File: config.mk
export PLATFORM = sky130hd
export DESIGN_NAME = csfr_core
export DESIGN_NICKNAME = d
export VERILOG_FILES = /design/src/core/csfr_pkg.sv /design/src/core/csfr_core.sv
export SDC_FILE = /design/constraint.sdc
export NUM_CORES = 1
export LEC_CHECK = 0
export ABC_AREA = 1
export BUFFER_PORTS_ARGS = -buffer_cell sky130_fd_sc_hd__buf_2
export CAP_MARGIN = 15
export CORE_MARGIN = 2
export CORE_UTILIZATION = 45
export CTS_CLUSTER_SIZE = 28
export DETAILED_ROUTE_END_ITERATION = 10
export HOLD_SLACK_MARGIN = 0.08
export PLACE_DENSITY = 0.72
export SLEW_MARGIN = 20
export SYNTH_ARGS = -nofsm -noshare
export SYNTH_HDL_FRONTEND = slang
export SYNTH_SLANG_ARGS = --single-unit
File: constraint.sdc
create_clock -name CLK_I -period 2 [get_ports CLK_I]
set_input_delay 0.4 -clock CLK_I [delete_from_list [all_inputs] [get_ports CLK_I]]
set_output_delay 0.4 -clock CLK_I [all_outputs]
set_load 0.02 [all_outputs]
File: src/core/csfr_pkg.sv
// package for the core status flag register: bit layout, reset values,
// instruction classes and reset causes shared by the register and its users.
// assumes the execution unit classifies each instruction before it retires.
package csfr_pkg;

   ////////////////////////////////////////////////////////////////////////////
   // bit positions of the status register
   localparam int unsigned PIN_WAKE_BIT   = 7;
   localparam int unsigned CMP_WAKE_BIT   = 6;
   localparam int unsigned RSVD_BIT       = 5;
   localparam int unsigned EXPIRY_BIT     = 4;
   localparam int unsigned SLEEP_BIT      = 3;
   localparam int unsigned ZERO_BIT       = 2;
   localparam int unsigned NIBBLE_BIT     = 1;
   localparam int unsigned CARRY_BIT      = 0;

   ////////////////////////////////////////////////////////////////////////////
   // masks and reset values
   localparam logic [7:0] WRITABLE_MASK   = 8'hE7;
   localparam logic [7:0] ARITH_MASK      = 8'h07;
   localparam logic [7:0] ZERO_ONLY_MASK  = 8'h04;
   localparam logic [7:0] CARRY_ONLY_MASK = 8'h01;
   localparam logic [7:0] NO_FLAG_MASK    = 8'h00;
   localparam logic [2:0] UPPER_POR       = 3'h0;
   localparam logic [1:0] EXPIRY_SLEEP_POR = 2'h3;
   // flag bits power up undefined; zero is an arbitrary defined choice
   localparam logic [2:0] ARITH_POR       = 3'h0;
   localparam logic [3:0] NIBBLE_MAX      = 4'hF;

   ////////////////////////////////////////////////////////////////////////////
   // instruction classes as seen by the status register
   typedef enum logic [3:0] {
      OP_NONE,
      OP_ADD,
      OP_SUB,
      OP_LOGIC,
      OP_ZERO_FILE,
      OP_ROT_RIGHT,
      OP_ROT_LEFT,
      OP_BIT_ZERO,
      OP_BIT_SET,
      OP_MOVE_WF,
      OP_PLAIN,
      OP_WDT_KICK,
      OP_SLEEP
   } csfr_op_e;

   typedef enum logic [1:0] {
      CAUSE_EXTERNAL,
      CAUSE_WDT,
      CAUSE_PIN_WAKE,
      CAUSE_CMP_WAKE
   } csfr_cause_e;

   typedef struct packed {
      logic        valid;
      csfr_op_e    op;
      logic        to_status;
      logic [7:0]  opnd_f;
      logic [7:0]  opnd_w;
      logic [7:0]  result;
   } csfr_exec_s;

   typedef struct packed {
      logic        valid;
      csfr_cause_e cause;
   } csfr_rst_s;

endpackage : csfr_pkg

File: src/core/csfr_core.sv
// core status flag register: alu flags, watchdog and sleep state, wake causes.
// assumes one retiring instruction per clock on EXEC_I and one-cycle
// non-power-on reset events on RCAUSE_I; RST_I is the power-on reset.
//
// Behaviour
// - the register takes a destination write from any instruction like any data file register.
// - when the instruction updates zero, nibble carry or carry, its destination write to those bits is blocked.
// - instruction writes never change the watchdog expiry flag or the sleep entered flag.
// - a zero file instruction aimed here clears bits 7 to 5, sets zero and keeps the other bits.
// - single bit zero, single bit set and move working to file leave the three alu flags alone unless this register is their destination.
// - bit 7 is set by a reset from pin change wake and cleared by power-up or any other reset.
// - bit 6 is set by a reset from comparator wake on comparator variants and cleared by other resets.
// - bit 4 is set by power-up, the watchdog kick or sleep, and cleared by a watchdog time-out.
// - bit 3 is set by power-up or the watchdog kick instruction.
// - bit 3 is cleared whenever a sleep instruction executes.
// - bit 2 is set for a zero add, subtract, logic or zero file result and cleared for a nonzero one.
// - for add, bit 1 shows a carry out of the low nibble.
// - for subtract, bit 1 shows no borrow out of the low nibble.
// - bit 0 is the carry of add and the inverted borrow of subtract.
// - rotates load bit 0 with the operand lsb on right and msb on left.
`timescale 1ns/1ps

module csfr_core
   import csfr_pkg::*;
#(
   parameter bit HAS_COMPARATOR = 1'b1
) (
   input  wire logic       CLK_I,
   input  wire logic       RST_I,
   input  wire csfr_exec_s EXEC_I,
   input  wire csfr_rst_s  RCAUSE_I,
   output logic [7:0]      STATUS_O,
   output logic [7:0]      RESULT_O
);

   ////////////////////////////////////////////////////////////////////////////
   // elaboration check
   if (HAS_COMPARATOR !== 1'b0 && HAS_COMPARATOR !== 1'b1) begin : g_bad_param
      $error("HAS_COMPARATOR must be 0 or 1");
   end

   ////////////////////////////////////////////////////////////////////////////
   // state
   logic [7:0] status_ff;
   logic [7:0] nxt_status;
   logic [7:0] result_ff;
   logic [7:0] nxt_result;

   ////////////////////////////////////////////////////////////////////////////
   // decode
   wire logic       exec_go    = EXEC_I.valid & ~RCAUSE_I.valid;
   wire logic       is_add     = exec_go & (EXEC_I.op == OP_ADD);
   wire logic       is_sub     = exec_go & (EXEC_I.op == OP_SUB);
   wire logic       is_rot_r   = exec_go & (EXEC_I.op == OP_ROT_RIGHT);
   wire logic       is_rot_l   = exec_go & (EXEC_I.op == OP_ROT_LEFT);
   wire logic       is_kick    = exec_go & (EXEC_I.op == OP_WDT_KICK);
   wire logic       is_sleep   = exec_go & (EXEC_I.op == OP_SLEEP);
   wire logic       is_zfile   = exec_go & (EXEC_I.op == OP_ZERO_FILE);
   wire logic       is_logic   = exec_go & (EXEC_I.op == OP_LOGIC);
   wire logic       to_status  = exec_go & EXEC_I.to_status;
   wire logic       old_carry  = status_ff[CARRY_BIT];

   ////////////////////////////////////////////////////////////////////////////
   // arithmetic flag sources
   wire logic [8:0] add_full   = {1'b0, EXEC_I.opnd_f} + {1'b0, EXEC_I.opnd_w};
   wire logic [4:0] add_nib    = {1'b0, EXEC_I.opnd_f[3:0]} + {1'b0, EXEC_I.opnd_w[3:0]};
   wire logic [7:0] sub_res    = EXEC_I.opnd_f - EXEC_I.opnd_w;
   wire logic       sub_nob    = EXEC_I.opnd_f >= EXEC_I.opnd_w;
   wire logic       sub_nib_nob = EXEC_I.opnd_f[3:0] >= EXEC_I.opnd_w[3:0];
   wire logic [7:0] rot_r_res  = {old_carry, EXEC_I.opnd_f[7:1]};
   wire logic [7:0] rot_l_res  = {EXEC_I.opnd_f[6:0], old_carry};

   // destination value of the retiring instruction
   wire logic [7:0] alu_res    = is_add    ? add_full[7:0] :
                                 is_sub    ? sub_res :
                                 is_rot_r  ? rot_r_res :
                                 is_rot_l  ? rot_l_res :
                                 is_zfile  ? 8'h00 :
                                 EXEC_I.result;

   // flags the instruction itself drives
   wire logic [7:0] affect_mask = (is_add | is_sub)     ? ARITH_MASK :
                                  (is_logic | is_zfile) ? ZERO_ONLY_MASK :
                                  (is_rot_r | is_rot_l) ? CARRY_ONLY_MASK :
                                  NO_FLAG_MASK;

   // zero file keeps nibble carry and carry out of the destination write
   wire logic [7:0] block_mask  = affect_mask | (is_zfile ? ARITH_MASK : NO_FLAG_MASK);

   wire logic       new_zero   = (alu_res == 8'h00);
   wire logic       new_nibble = is_add ? (add_nib > {1'b0, NIBBLE_MAX}) : sub_nib_nob;
   wire logic       new_carry  = is_add   ? add_full[8] :
                                 is_sub   ? sub_nob :
                                 is_rot_r ? EXEC_I.opnd_f[0] :
                                 EXEC_I.opnd_f[7];

   // destination write reaches only writable bits not driven by flag logic
   wire logic [7:0] write_mask = to_status ? (WRITABLE_MASK & ~block_mask) : NO_FLAG_MASK;
   wire logic [7:0] written    = (status_ff & ~write_mask) | (alu_res & write_mask);

   ////////////////////////////////////////////////////////////////////////////
   // next state
   always_comb begin
      nxt_status = written;
      if (affect_mask[ZERO_BIT]) begin
         nxt_status[ZERO_BIT] = new_zero;
      end
      if (affect_mask[NIBBLE_BIT]) begin
         nxt_status[NIBBLE_BIT] = new_nibble;
      end
      if (affect_mask[CARRY_BIT]) begin
         nxt_status[CARRY_BIT] = new_carry;
      end
      if (is_kick) begin
         nxt_status[EXPIRY_BIT] = 1'b1;
         nxt_status[SLEEP_BIT]  = 1'b1;
      end
      if (is_sleep) begin
         nxt_status[EXPIRY_BIT] = 1'b1;
         nxt_status[SLEEP_BIT]  = 1'b0;
      end
      if (RCAUSE_I.valid) begin
         nxt_status                = status_ff;
         nxt_status[PIN_WAKE_BIT]  = (RCAUSE_I.cause == CAUSE_PIN_WAKE);
         nxt_status[CMP_WAKE_BIT]  = HAS_COMPARATOR & (RCAUSE_I.cause == CAUSE_CMP_WAKE);
         if (RCAUSE_I.cause == CAUSE_WDT) begin
            nxt_status[EXPIRY_BIT] = 1'b0;
         end
      end
   end

   assign nxt_result = exec_go ? alu_res : result_ff;

   always_ff @(posedge CLK_I) begin
      if (RST_I) begin
         status_ff <= {UPPER_POR, EXPIRY_SLEEP_POR, ARITH_POR};
         result_ff <= 8'h00;
      end else begin
         status_ff <= nxt_status;
         result_ff <= nxt_result;
      end
   end

   assign STATUS_O = status_ff;
   assign RESULT_O = result_ff;

   wire logic       chk_add_z   = (add_full[7:0] == 8'h00);
   wire logic       chk_sub_z   = (sub_res == 8'h00);
   wire logic       chk_keep    = exec_go & ((EXEC_I.op == OP_BIT_ZERO) | (EXEC_I.op == OP_BIT_SET) |
                                             (EXEC_I.op == OP_MOVE_WF));
   wire logic       chk_ts_evt  = is_kick | is_sleep | RCAUSE_I.valid;
   logic            por_seen_ff;

   always_ff @(posedge CLK_I) begin
      if (RST_I) begin
         por_seen_ff <= 1'b1;
      end else begin
         por_seen_ff <= 1'b0;
      end
   end
endmodule // csfr_core

==> summary.md <==
| Metric | Value |
|---|---|
| Netlist cell types | `35` |
| Largest net degree at the start of global routing | `15` |
| Die span in x | `70.9 um` |
| Slowest CP cell | `fa_2` |
| Post-synth EDFFs | `0` |
| Htree depth | `1` |
| Yosys reg bits | `16` |
| Num CTS Buffers | `3` |
| Hold Path Class | `primary input to flop` |
| Startpoint Class | `primary input` |
| Leak | `1.52 nW` |
| Fin nets | `486` |
| Fmax | `0.526 GHz` |
| CTS Buffer Depth | `2` |
| Asr flop ratio synth | `0%` |
| Pwr dens | `423 nW/um^2` |
| Clk_lat worst skew | `250 ps` |
| Final Skew | `1.58 ps` |
| Sequential share of the synthesized area | `15.9%` |
| Clock Sinks | `16` |
| Reg2reg path depth | `11` |
| GRT overflow | `0` |
| ANT nets after route | `0` |
| IO Count | `51` |
| Detail Placement HPWL | `4.89 mm` |
| Crit path required time | `2190 ps` |
| Initial antenna violation count | `0` |
| Crit Path Category | `primary input to flop` |
| Total GRT Usage | `23.5%` |
| Yosys warning total | `0` |
| Die area | `5030 um^2` |
| Slew headroom | `70.8%` |
| Worst Hold Slack | `357 ps` |
| Hold Crit Depth | `2` |
| Fin crit period | `1900 ps` |
| Crit path DAT | `2090 ps` |
| Pins Over Slew Limit | `0` |
| N_diodes | `0` |
| Row cnt | `24` |
| Clk pin slew, worst setup/hold paths | `60 ps` |
| Root buf cell | `clkbuf_8` |
| Filler Cell Count | `417` |
| DRC viols | `0` |
| Synth Instances | `345` |
| Final Setup Violations | `0` |
| Critical Path Stages | `13` |
| Area after DPL | `2580 um^2` |
| Avg WL per Cell | `12.3 um` |
| CP cell instances | `buf_6 -> inv_4 -> ha_4 -> inv_2 -> fa_2 -> or2_4 -> a31oi_1 -> nand2_1 -> nand2_2 -> nand3_2 -> nor2_2 -> nand2_1 -> a21oi_2` |
| Most used DFF post-synth | `dfxtp_1` |
| Largest stage delay, worst path | `390 ps` |
| Vias/cell | `5.11` |
| First-pass GRT wire length | `9.64 mm` |
| Layout area overhead | `36.7%` |
| Port Buffers | `50` |
| CTS Hold Bufs | `0` |
| Final worst-path cycle share | `95.1%` |
| Buf+Inv Stages, Crit Path | `3` |
| Tightest Pin Transition | `435 ps` |
| Top delay family on crit path | `simple AND/OR/NAND/NOR gates` |
| Outcome | `completed` |
| Post-Syn Nets | `398` |
| Via count | `2,471` |
| DRT Wirelength | `5.95 mm` |
| Max IR drop VDD | `0.000253 V` |
| Final hold vios | `0` |
| Most frequent CP cell | `nand2_1` |
| Proportion of layout cells with a drive suffix above 1 | `32.2%` |
| Core area | `4320 um^2` |
| Gpl congestion | `0.925` |
| Chip Height | `70.9 um` |
| Starting DRT DRC Count | `202` |
| Max-cap violations | `0` |
| Worst setup EP type | `flop` |
| Drt first pass iters | `4` |
| Worst R2R Setup Slack | `720 ps` |
| Initial core utilization | `46.6%` |
| Vias in the first global route | `2,168` |
| Final instance area | `2760 um^2` |
| Mapped cell area | `2020 um^2` |
| TritonCTS clock tree | `built` |
| Worst Path Max Fanout | `3` |
| Syn Area/Cell | `5.84 um^2` |
-- final timing paths --
check         startpoint          end
max           EXEC_I[16]         flop
min                RST_I         flop
max reg2reg         flop         flop
min reg2reg  STATUS_O[3]  STATUS_O[3]
-- power by group --
part | internal (W) | switching, W
Combinational | 0.000224 | 0.000309
Sequential | 0.000339 | 0.0000103
Clock | 0.000175 | 0.000109
-- synthesized netlist by cell type (2+ instances only) --
master | count | area share, %
xor2_1 | 2 | 0.87
nand2_2 | 7 | 2.2
inv_4 | 2 | 0.62
fa_1 | 2 | 2.0
nand2_1 | 95 | 18
nand3b_1 | 3 | 1.1
a31oi_1 | 3 | 0.93
a21oi_1 | 21 | 5.2
nand3_1 | 46 | 11
dfxtp_1 | 16 | 16
nor3_1 | 2 | 0.50
clkbuf_1 | 3 | 0.56
ha_1 | 16 | 9.9
inv_1 | 51 | 9.5
nor4_1 | 2 | 0.62
nor2_1 | 21 | 3.9
nand4_1 | 7 | 2.2
nor2_4 | 5 | 2.8
inv_2 | 6 | 1.1
o21ai_0 | 19 | 4.7
buf_4 | 2 | 0.74
-- per-stage QoR --
step / std cells / util (%) / setup TNS, ps / setup WS (ps) / power (W)
detailed placement: 479 / 59.8 / -797 / -275 / 0.000847
global route: 484 / 63.7 / -5.28 / -5.28 / 0.00125
finish: 484 / 63.7 / 0 / 98.3 / 0.00117
global placement: 479 / 59.8 / -408 / -164 / 0.000840
CTS: 483 / 61.2 / 0 / 12.2 / 0.00113
floorplan: 345 / - / 0 / 55.8 / 0.000637
-- kinds of logic after synthesis --
logic type | synth area share, %
compound gates | 13.9
buf+inv | 12.8
xor+xnor | 0.869
flops | 15.9
fa+ha+maj | 11.9
simple gates | 44.6
-- routing by layer --
layer | GRT usage (%) | up-vias | wire [um]
met5 | 0 | - | 0
met4 | 2.31 | 0 | 31
met3 | 3.28 | 6 | 392
met2 | 40.1 | 79 | 2780
met1 | 32.7 | 1090 | 2750
li1 | - | 1296 | -
-- layout make-up --
class                      instances  area, um^2  share of cell area, %
multi-input combinational        264        1540                   55.8
tap                               52        65.1                   2.36
inverter                          59         229                   8.31
sequential                        16         320                   11.6
clock buffer                       4        55.1                   2.00
timing repair buffer              89         549                   19.9
-- layout by cell type (no fill, tap or decap), drive strengths merged --
cell,netlist,final
nand4,7,7
clkbuf,3,4
o21bai,1,1
o2111ai,1,1
o31ai,1,1
buf,3,89
nor2,28,28
nor3,2,2
or2,3,3
o211ai,1,1
xor2,2,2
nand3b,3,3
a31oi,3,3
a21boi,1,1
ha,16,16
dfxtp,16,16
a41oi,1,1
nor4,2,2
o21ai,20,20
inv,59,59
nand3,46,46
fa,2,2
nand2,102,102
a21oi,22,22
-- what timing repair did --
| action | 4_1_cts | 5_1_grt |
|---|---|---|
| pin swaps | 0 | 12 |
| setup endpoints to repair | 1 | 3 |
| setup buffers | 0 | 1 |
| gates resized for setup | 1 | 28 |
Note: power is estimated with default switching activity, not from simulation.
